--- src/logic/scc_map.vh ---
// Constants for the switcher cycle controller
`ifndef SCC_MAP_VH
`define SCC_MAP_VH

// Reference clock and oscillator
`define SCC_REF_HZ          20000000
`define SCC_OSC_HZ          132000
`define SCC_MAX_DUTY_PCT    65
`define SCC_SLOW_DIV        2

// Times in their own units
`define SCC_MIN_ON_NS       400
`define SCC_CHARGE_US       600
`define SCC_FAULT_MS        64
`define SCC_OFF_MS          2500

// Supply capacitor codes from the bypass sense
`define SCC_CAP_SMALL       2'h0
`define SCC_CAP_MIDDLE      2'h1
`define SCC_CAP_LARGE       2'h2
`define SCC_CHARGE_MUL_MID  26'h000_000a
`define SCC_CHARGE_MUL_LRG  26'h000_0064

// Current limit index levels and load steps
`define SCC_ILIM_REDUCED    3'h1
`define SCC_ILIM_STANDARD   3'h2
`define SCC_ILIM_INCREASED  3'h3
`define SCC_HIST_HEAVY      4'h6
`define SCC_HIST_MEDIUM     4'h3
`define SCC_STEP_NONE       2'h0
`define SCC_STEP_ONE        2'h1
`define SCC_STEP_TWO        2'h2
`define SCC_INC_LARGEST_MA  10'h352

// Control states
`define SCC_ST_CHARGE       2'h0
`define SCC_ST_UVWAIT       2'h1
`define SCC_ST_RUN          2'h2
`define SCC_ST_OFF          2'h3

`endif

--- src/logic/scc_osc.v ---
// Free-running cycle oscillator with max-duty window and slow mode
`timescale 1ns/1ps
`include "scc_map.vh"

module scc_osc (
  // Clock and reset
  input  wire       clk,
  input  wire       rst,
  // Control
  input  wire       slow_req,
  // Outputs
  output reg        cycle_start,
  output reg        max_duty_signal
);

  localparam integer PERIOD_INT = `SCC_REF_HZ / `SCC_OSC_HZ;
  localparam integer DUTY_INT   = PERIOD_INT * `SCC_MAX_DUTY_PCT / 100;
  localparam integer SLOW_INT   = PERIOD_INT * `SCC_SLOW_DIV;
  localparam [9:0]   PERIOD     = PERIOD_INT[9:0];
  localparam [9:0]   DUTY       = DUTY_INT[9:0];
  localparam [9:0]   PERIOD_SLW = SLOW_INT[9:0];

  reg  [9:0]        cnt_r;
  reg  [9:0]        last_r;

  // Period is latched at each start so a mid-cycle request cannot cut it short
  always @(posedge clk) begin
    if (rst) begin
      cnt_r           <= 10'h000;
      last_r          <= PERIOD - 10'h001;
      cycle_start     <= 1'b0;
      max_duty_signal <= 1'b0;
    end else begin
      if (cnt_r >= last_r) begin
        cnt_r           <= 10'h000;
        cycle_start     <= 1'b1;
        max_duty_signal <= 1'b1;
        last_r          <= (slow_req ? PERIOD_SLW : PERIOD) - 10'h001;
      end else begin
        cnt_r       <= cnt_r + 10'h001;
        cycle_start <= 1'b0;
        if (cnt_r + 10'h001 >= DUTY) begin
          max_duty_signal <= 1'b0;
        end
      end
    end
  end

endmodule // scc_osc

--- src/logic/scc_top.v ---
// Cycle-by-cycle on/off control of the integrated power switch
`timescale 1ns/1ps
`include "scc_map.vh"

// How it works
// - Sampled enable high at cycle start turns the switch on that cycle.
// - Pulse ends at current limit or when max duty ends, whichever first.
// - A started cycle completes; enable changes ignored until next boundary.
// - Clock always runs; enable sampled for switching only at each cycle start.
// - Current limit level chosen from recent enable sample history.
// - Dense enables give highest limit; sparser ones step limit down further.
// - With line sensing, no switching at power-up until undervoltage clears.
// - Pulses shorter than 400 ns lower the switching frequency.
// - On power-down switch 64 ms more, then stay off during undervoltage.
// - Wait for supply capacitor charge, 0.6 ms scaled by capacitor size.
// - Base limit from capacitor: small standard, middle lower, large higher.
// - Smallest member has no increased limit; largest increased is 850 mA.
// - Fault counter cleared by enable low; 64 ms without gives 2.5 s off.
// - Oscillator at 132 kHz gives cycle start and max duty window.
// - Undervoltage blocks restart and stops the off counter meanwhile.
module scc_top #(
  parameter CHARGE_CYC      = `SCC_CHARGE_US * (`SCC_REF_HZ / 1000000),
  parameter FAULT_CYC       = `SCC_FAULT_MS * (`SCC_REF_HZ / 1000),
  parameter OFF_CYC         = `SCC_OFF_MS * (`SCC_REF_HZ / 1000),
  parameter FAMILY_SMALLEST = 0,
  parameter FAMILY_LARGEST  = 0
) (
  // Clock and reset
  input  wire       REF_CLK,
  input  wire       RST,
  // Feedback and line sense
  input  wire       FEEDBACK_ENABLE,
  input  wire       LINE_UV,
  input  wire       LINE_SENSE_PRESENT,
  // Analog sense flags
  input  wire       ILIM_REACHED,
  input  wire [1:0] BP_CAP_SIZE,
  // Switch and limit outputs
  output reg        GATE_ON,
  output reg  [2:0] ILIM_INDEX,
  output reg  [9:0] ILIM_INC_MA,
  output reg        SWITCHING_ACTIVE
);

  localparam integer CHARGE_INT  = CHARGE_CYC;
  localparam integer FAULT_INT   = FAULT_CYC - 1;
  localparam integer OFF_INT     = OFF_CYC - 1;
  localparam integer MIN_ON_INT  = (`SCC_MIN_ON_NS * (`SCC_REF_HZ / 1000000) + 999) / 1000;
  localparam [25:0]  CHARGE_BASE = CHARGE_INT[25:0];
  localparam [25:0]  FAULT_LAST  = FAULT_INT[25:0];
  localparam [25:0]  OFF_LAST    = OFF_INT[25:0];
  localparam [7:0]   MIN_ON_CYC  = MIN_ON_INT[7:0];

  // Two-flop synchronisers for all pin inputs except REF_CLK and RST
  reg  [5:0]        sync1_r;
  reg  [5:0]        sync2_r;
  wire              en_s      = sync2_r[0];
  wire              uv_s      = sync2_r[1];
  wire              sense_s   = sync2_r[2];
  wire              ilim_s    = sync2_r[3];
  wire [1:0]        cap_s     = sync2_r[5:4];
  wire              uv_block  = sense_s & uv_s;

  reg  [1:0]        state_r;
  reg  [25:0]       timer_r;
  reg  [1:0]        cap_sel_r;
  reg               cap_done_r;
  reg  [7:0]        on_cnt_r;
  reg               slow_r;
  reg  [7:0]        hist_r;
  reg  [1:0]        steps_r;
  reg  [7:0]        hist_nxt;

  wire              cyc_start;
  wire              max_duty;

  scc_osc u_osc (
    .clk             (REF_CLK),
    .rst             (RST),
    .slow_req        (slow_r),
    .cycle_start     (cyc_start),
    .max_duty_signal (max_duty)
  );

  // Count of enabled cycles in the history window
  function [3:0] ones8;
    input [7:0] v;
    integer i;
    begin
      ones8 = 4'h0;
      for (i = 0; i < 8; i = i + 1) begin
        ones8 = ones8 + {3'h0, v[i]};
      end
    end
  endfunction

  // Charge wait grows with the capacitor, as its charge time does
  function [25:0] charge_wait;
    input [1:0] sel;
    begin
      case (sel)
        `SCC_CAP_SMALL:  charge_wait = CHARGE_BASE;
        `SCC_CAP_MIDDLE: charge_wait = CHARGE_BASE * `SCC_CHARGE_MUL_MID;
        default:         charge_wait = CHARGE_BASE * `SCC_CHARGE_MUL_LRG;
      endcase
    end
  endfunction

  // Base limit index from the capacitor; no increased option on smallest member
  function [2:0] base_level;
    input [1:0] sel;
    begin
      case (sel)
        `SCC_CAP_SMALL:  base_level = `SCC_ILIM_STANDARD;
        `SCC_CAP_MIDDLE: base_level = `SCC_ILIM_REDUCED;
        default:         base_level = (FAMILY_SMALLEST != 0) ?
                                      `SCC_ILIM_STANDARD : `SCC_ILIM_INCREASED;
      endcase
    end
  endfunction

  always @* begin
    hist_nxt = {hist_r[6:0], en_s};
  end

  always @(posedge REF_CLK) begin
    if (RST) begin
      sync1_r <= 6'h00;
      sync2_r <= 6'h00;
    end else begin
      sync1_r <= {BP_CAP_SIZE, ILIM_REACHED, LINE_SENSE_PRESENT, LINE_UV, FEEDBACK_ENABLE};
      sync2_r <= sync1_r;
    end
  end

  // Power-up, run, and auto-restart sequencing share one timer
  always @(posedge REF_CLK) begin
    if (RST) begin
      state_r    <= `SCC_ST_CHARGE;
      timer_r    <= 26'h000_0000;
      cap_sel_r  <= `SCC_CAP_SMALL;
      cap_done_r <= 1'b0;
    end else begin
      case (state_r)
        `SCC_ST_CHARGE: begin
          if (!cap_done_r) begin
            // Capacitor size caught once, after the synchronisers have filled
            if (timer_r >= 26'h000_0002) begin
              cap_sel_r  <= cap_s;
              cap_done_r <= 1'b1;
              timer_r    <= 26'h000_0000;
            end else begin
              timer_r <= timer_r + 26'h000_0001;
            end
          end else if (timer_r >= charge_wait(cap_sel_r) - 26'h000_0001) begin
            timer_r <= 26'h000_0000;
            state_r <= uv_block ? `SCC_ST_UVWAIT : `SCC_ST_RUN;
          end else begin
            timer_r <= timer_r + 26'h000_0001;
          end
        end
        `SCC_ST_UVWAIT: begin
          timer_r <= 26'h000_0000;
          if (!uv_block) begin
            state_r <= `SCC_ST_RUN;
          end
        end
        `SCC_ST_RUN: begin
          // Line undervoltage alone does not stop a running supply
          if (!en_s) begin
            timer_r <= 26'h000_0000;
          end else if (timer_r >= FAULT_LAST) begin
            timer_r <= 26'h000_0000;
            state_r <= `SCC_ST_OFF;
          end else begin
            timer_r <= timer_r + 26'h000_0001;
          end
        end
        `SCC_ST_OFF: begin
          if (uv_block) begin
            timer_r <= timer_r;
          end else if (timer_r >= OFF_LAST) begin
            timer_r <= 26'h000_0000;
            state_r <= `SCC_ST_RUN;
          end else begin
            timer_r <= timer_r + 26'h000_0001;
          end
        end
        default: begin
          state_r <= `SCC_ST_CHARGE;
          timer_r <= 26'h000_0000;
        end
      endcase
    end
  end

  // Switch pulse, on-time measure, and frequency fold-back request
  always @(posedge REF_CLK) begin
    if (RST) begin
      GATE_ON  <= 1'b0;
      on_cnt_r <= 8'h00;
      slow_r   <= 1'b0;
    end else if (state_r != `SCC_ST_RUN) begin
      GATE_ON  <= 1'b0;
      on_cnt_r <= 8'h00;
    end else if (cyc_start) begin
      // Enable is looked at here for the gate; the fault timer also sees it on every clock in RUN
      GATE_ON  <= en_s;
      on_cnt_r <= 8'h00;
    end else if (GATE_ON) begin
      if (ilim_s || !max_duty) begin
        GATE_ON <= 1'b0;
        slow_r  <= (on_cnt_r + 8'h01 < MIN_ON_CYC);
      end else if (on_cnt_r != 8'hff) begin
        on_cnt_r <= on_cnt_r + 8'h01;
      end
    end
  end

  // Load estimate from the enable history, updated once per cycle
  always @(posedge REF_CLK) begin
    if (RST) begin
      hist_r  <= 8'hff;
      steps_r <= `SCC_STEP_NONE;
    end else if (cyc_start && state_r == `SCC_ST_RUN) begin
      hist_r <= hist_nxt;
      if (ones8(hist_nxt) >= `SCC_HIST_HEAVY) begin
        steps_r <= `SCC_STEP_NONE;
      end else if (ones8(hist_nxt) >= `SCC_HIST_MEDIUM) begin
        steps_r <= `SCC_STEP_ONE;
      end else begin
        steps_r <= `SCC_STEP_TWO;
      end
    end
  end

  // Limit index to the current comparator, saturating at zero
  always @(posedge REF_CLK) begin
    if (RST) begin
      ILIM_INDEX       <= `SCC_ILIM_STANDARD;
      ILIM_INC_MA      <= 10'h000;
      SWITCHING_ACTIVE <= 1'b0;
    end else begin
      if (base_level(cap_sel_r) > {1'b0, steps_r}) begin
        ILIM_INDEX <= base_level(cap_sel_r) - {1'b0, steps_r};
      end else begin
        ILIM_INDEX <= 3'h0;
      end
      if (FAMILY_LARGEST != 0 && base_level(cap_sel_r) == `SCC_ILIM_INCREASED &&
          steps_r == `SCC_STEP_NONE) begin
        ILIM_INC_MA <= `SCC_INC_LARGEST_MA;
      end else begin
        ILIM_INC_MA <= 10'h000;
      end
      SWITCHING_ACTIVE <= (state_r == `SCC_ST_RUN);
    end
  end

endmodule // scc_top

--- config.mk ---
export PLATFORM = sky130hd
export DESIGN_NAME = scc_top
export DESIGN_NICKNAME = d
export VERILOG_FILES = /design/src/logic/scc_osc.v /design/src/logic/scc_top.v
export VERILOG_INCLUDE_DIRS = /design/src /design/src/logic
export SDC_FILE = /design/constraint.sdc
export NUM_CORES = 1
export LEC_CHECK = 0
export BUFFER_PORTS_ARGS = -buffer_cell sky130_fd_sc_hd__buf_2
export CAP_MARGIN = 20
export CORE_MARGIN = 2
export CORE_UTILIZATION = 40
export DETAILED_ROUTE_END_ITERATION = 7
export RECOVER_POWER = 100
export SLEW_MARGIN = 10
export SYNTH_ARGS = -nofsm -noshare
export SYNTH_HDL_FRONTEND = slang
export SYNTH_SLANG_ARGS = --single-unit
--- constraint.sdc ---
create_clock -name REF_CLK -period 3.9 [get_ports REF_CLK]
set_clock_uncertainty 0.05 [all_clocks]
set_input_delay 0.78 -clock REF_CLK [delete_from_list [all_inputs] [get_ports REF_CLK]]
set_output_delay 0.78 -clock REF_CLK [all_outputs]
set_load 0.01 [all_outputs]
; Yosys cells after proc, flatten, opt, wreduce, memory -nomap -nowiden
; Cells that the tools add are included.
; Widths: inputs -> output; s select.
[op_classes]
addsub = 13
n_mul = 0
n_div = 0
magnitude_cmp = 10
eq_ne = 13
n_shift = 0
n_mux = 37
bitwise_logic = 6
n_reduce_logical = 14
[op_table]
columns = operator, count
row1 = $mux 26, 10
row2 = $pmux 26 s4, 1
row3 = $pmux 21 s2, 1
row4 = $add 26x1->26 const B, 1
row5 = $ge 26x2->1 const B, 1
row6 = $ge 26x21->1 const B, 1
row7 = $ge 26x26->1, 1
row8 = $ge 26x26->1 const B, 1
row9 = $sub 26x1->26 const B, 1
row10 = $mux 2, 11
row11 = $add 4x1->4, 4
row12 = $ne 2x2->1 const B, 8
row13 = $add 10x1->10 const B, 1
row14 = $ge 10x10->1, 1
row15 = $ge 10x7->1 const B, 1
row16 = $sub 10x1->10 const B, 1
row17 = $mux 3, 3
row18 = $mux 9, 1
row19 = $add 8x1->8 const B, 1
row20 = $lt 8x4->1 const B, 1
row21 = $mux 1, 8
row22 = $ne 8x8->1 const B, 1
row23 = $pmux 2 s4, 1
row24 = $reduce_and 7->1, 1
row25 = other kinds (21), 31
[word_totals]
reg_bits = 88
latchBits = 0
ramBits = 0
mem_bits_ro = 0
output_inout_bits = 15
wordCells = 111
mem_count = 0

; Logic depth before layout (Yosys ltp)
[logic_depth]
depth_word = 10
depth_mapped = 13
ltp_nobuf = 13

; By module
; Synthesis repeated with hierarchy kept, for this count alone.
[unflattened]
cells_unflattened = 507
area_unflattened_um2 = 4439.3
[by_module_without_submodules]
columns = module, n_inst, cells_per_inst, area_each_um2, seq_area_each_um2
row1 = scc_top, 1, 410, 3587.2, 1321.3
row2 = scc_osc, 1, 97, 852.1, 280.3

; Least setup slack after synthesis
; No wires, ideal clock.
[synth_timing]
kind = reg-to-reg
start = register sync2_r[0]
end = register steps_r[0]
setup_time_ps = 71
arrival_ps = 3030
required_time_ps = 3779
setup_slack_ps = 750
path_stages_with_launch = 13
n_path_buf = 0
synth_period_minus_slack_ps = 3150
cell_sequence = dfxtp_1 > inv_1 > fa_1 > fa_1 > fa_1 > inv_1 > ha_1 > inv_1 > fa_1 > xor2_1 > mux2i_1 > nand3_1 > a21oi_1
[synth_via]
elab_chain_len = 10
word_cells_on_any_way = 11
classes_between = add/sub (7) / order compare (2) / mux (2)
[synth_lines]
columns = item, line_no
row1 = "start, declared", scc_top.v:56  ; reg [5:0] sync2_r;
row2 = "start signal, assigned", scc_top.v:132  ; sync2_r <= sync1_r;
row3 = $add 1x1->2 *, scc_top.v:92  ; ones8 = ones8 + {3'h0, v[i]};
row4 = $add 2x1->3 *, scc_top.v:92
row5 = $add 3x1->4 *, scc_top.v:92
row6 = $add 4x1->4 * (4 in a row), scc_top.v:92
row7 = $ge 4x2->1 (no source line), n/a
row8 = $mux 2, scc_top.v:229  ; end else if (ones8(hist_nxt) >= `SCC_HIST_MEDIUM) begin
row9 = $mux 2 *, scc_top.v:227  ; if (ones8(hist_nxt) >= `SCC_HIST_HEAVY) begin
row10 = "end signal, assigned", scc_top.v:228  ; steps_r <= `SCC_STEP_NONE;
row11 = "end signal, assigned", scc_top.v:230  ; steps_r <= `SCC_STEP_ONE;
row12 = "end signal, assigned", scc_top.v:232  ; steps_r <= `SCC_STEP_TWO;
row13 = "end, declared", scc_top.v:71  ; reg [1:0] steps_r;
; Mark *: on every way between the ends. The rest lies on a longest branch, timed or not.
; A chain may end at the register's enable or synchronous reset.

; Worst setup path after layout
; Same ends and word-level chain as after synthesis.

==> qor.yml <==
hp-class: "flip-flop to flip-flop"
gp_congestion: 0.844
endpoint_kind: "flip-flop"
die_area_um2: 11400
crit_required_ns: 4.11
slowest_stage: "fa_1"
setup_violations: 0
drc: 0
path_common_cell: "fa_1"
rsz0062_at_grt: "no"
cts.sinks: 80
netlist_area_um2: 4230
firstDrtPassIters: 4
crit_family: "adder cells"
clkTransAtPathRegs_ns: 0.08
wire_per_inst_um: 12.4
fin_crit_ns: 3.47
num_rows: 37
cts_max_level: 3
antenna_found_initial: 0
status: "finished with violations"
drive_gt1_frac: 0.0527
synth-seq-area-share: 0.378
critPathBufInv: 3
post_cts_buffers: 0
cts_buffer_depth: 2
ys.warnings.count: 0
vias_per_cell: 5.00
die_y_um: 107
report.final.slew_viol_count: 42
drtIter0Drc: 137
crit_type: "flip-flop to flip-flop"
grt_overflow: 0
maxSlewHeadroom: -0.0924
leakage_nw: 1.90
synthCells: 498
core_area_um2: 10300
root_buffer: "clkbuf_8"
post-place-ws_ns: 0.456
failed_checks: "max-capacitance violations, max-slew violations"
avgSynthCellArea_um2: 8.50
grt_first_pass_wirelength_um: 14200
final_area_um2: 4530
synth.distinct_cells: 52
critical-path-max-stage-delay_ns: 0.56
crit_fanout: 4
cts_tree: "done"
maxCapViolCount: 1
layout.nets: 550
synth_enable_flop_cells: 0
io_pins: 23
die_w_um: 107
max_freq_mhz: 288
worst_slew_pin_slew_ns: 1.64
hold_violations: 0
grt_max_degree: 42
pwr_density_cell_nw_per_um2: 370
antennaDiodeCount: 0
dpl_cell_area_um2: 4370
fin_crit_sh: 0.891
vias: 3240
clk_latency_ns: 0.35
ant_nets: 0
synth_ff_type: "dfxtp_1"
routed_wl_um: 8050
critPathArrivalTime_ns: 3.68
cts_buffers: 9
path_cells: "inv_1, fa_1, fa_1, fa_1, inv_1, ha_1, inv_1, fa_1, xor2_1, mux2i_1, nand3_1, a21oi_1"
tns_ns: 0
cts_resized: 0
holdWs_ns: 0.392
peakVddDrop_uv: 184
start_util: 0.412
async_flop_share: 0
grt_pass1_vias: 3142
fin_ws_ns: 0.426
ys_ff_latch: 80
cp-start-kind: "flip-flop"
hpwlAfterDp_um: 5900
grt_use_total: 0.154
syn_to_final_growth_pct: 7.07
hold_buffers: 0
port_buffers: 12
==> report_power, final <==
group / leakage (nW) / switching (mW) / total [mW] / internal (mW)
registers: 0.649 / 0.0295 / 0.876 / 0.847
logic: 1.16 / 0.149 / 0.235 / 0.0854
clock network: 0.0891 / 0.312 / 0.563 / 0.251
==> stage by stage <==
step	util	power, mW	instances
2_1_floorplan	-	1.09	508
3_3_place_gp	0.425	1.14	632
3_5_place_dp	0.425	1.15	632
4_1_cts	0.443	1.71	648
5_1_grt	0.441	1.77	648
6_report	0.441	1.67	648
==> layout make-up <==
type                            instances  area, µm²
Clock buffer                           10        138
Clock inverter                          6       42.5
Timing Repair Buffer                   13       57.6
Fill cell                            1039       5750
Tap cell                              136        170
Multi-Input combinational cell        376       2420
Sequential cell                        80       1600
Inverter                               27        101
==> cell usage in the layout, fill, tap and decap left out, drive strengths merged, types with 3 or more instances in the layout <==
cell	instances
dfxtp	80
nor2	76
nand2	42
ha	30
inv	29
nand3	24
xor2	24
a21oi	18
clkbuf	17
nor2b	14
and3	14
xnor2	14
conb	11
nor3	11
nand4	11
nor4	9
a211o	7
nand2b	6
buf	6
or3	5
a31oi	5
mux2i	5
fa	5
and2	5
a21o	4
a211oi	4
and4	4
o21ai	3
==> state kept, by name, indices dropped and copies added, names as in the netlist <==
name,flops
sync1_r,6
state_r,2
u_osc.last_r,2
sync2_r,6
SWITCHING_ACTIVE,1
u_osc.cnt_r,10
ILIM_INDEX,3
u_osc.max_duty_signal,1
cap_done_r,1
slow_r,1
GATE_ON,1
hist_r,7
on_cnt_r,8
cap_sel_r,2
u_osc.cycle_start,1
timer_r,26
steps_r,2
==> logic make-up (layout without fill, tap and decap cells) <==
group	count (synthesis)	in the layout	share of synthesized area
XOR/XNOR	38	38	0.0787
AO/OA/AOI/OAI	57	57	0.0964
AND/OR/NAND/NOR	230	230	0.266
flip-flops	80	80	0.378
other	1	11	0.000886
buffers and inverters	52	56	0.0556
adder cells (fa/ha/maj)	35	35	0.112
multiplexers	5	5	0.0118
==> cell usage after synthesis (all sizes together) (6+ instances only) <==
cell | n | share of area
nand3 | 24 | 0.028
ha | 30 | 0.089
buf | 14 | 0.022
nand2b | 6 | 0.0089
nand4 | 11 | 0.016
a21oi | 18 | 0.021
clkbuf | 11 | 0.0098
dfxtp | 80 | 0.38
xnor2 | 14 | 0.029
nor3 | 11 | 0.013
nor2b | 14 | 0.021
nor4 | 9 | 0.013
a211o | 7 | 0.014
inv | 27 | 0.024
and3 | 14 | 0.021
xor2 | 24 | 0.050
nand2 | 42 | 0.037
nor2 | 76 | 0.067
==> metal layers <==
layer,part of all wire,global-route usage
met2,0.46,0.249
met5,0,0
met3,0.022,0.0286
met1,0.50,0.201
met4,0.016,0.0668
==> path summary, 6_finish.rpt <==
kind / startpoint / to / slack (ns) / cells after the start
hold / removal: sync1_r[2] / sync2_r[2] / 0.39 / 1
setup reg to reg: sync2_r[0] / steps_r[0] / 0.43 / 12
hold reg to reg: sync1_r[2] / sync2_r[2] / 0.39 / 1
setup / recovery: sync2_r[0] / steps_r[0] / 0.43 / 12
No activity file was read; power rests on OpenSTA's default activity.
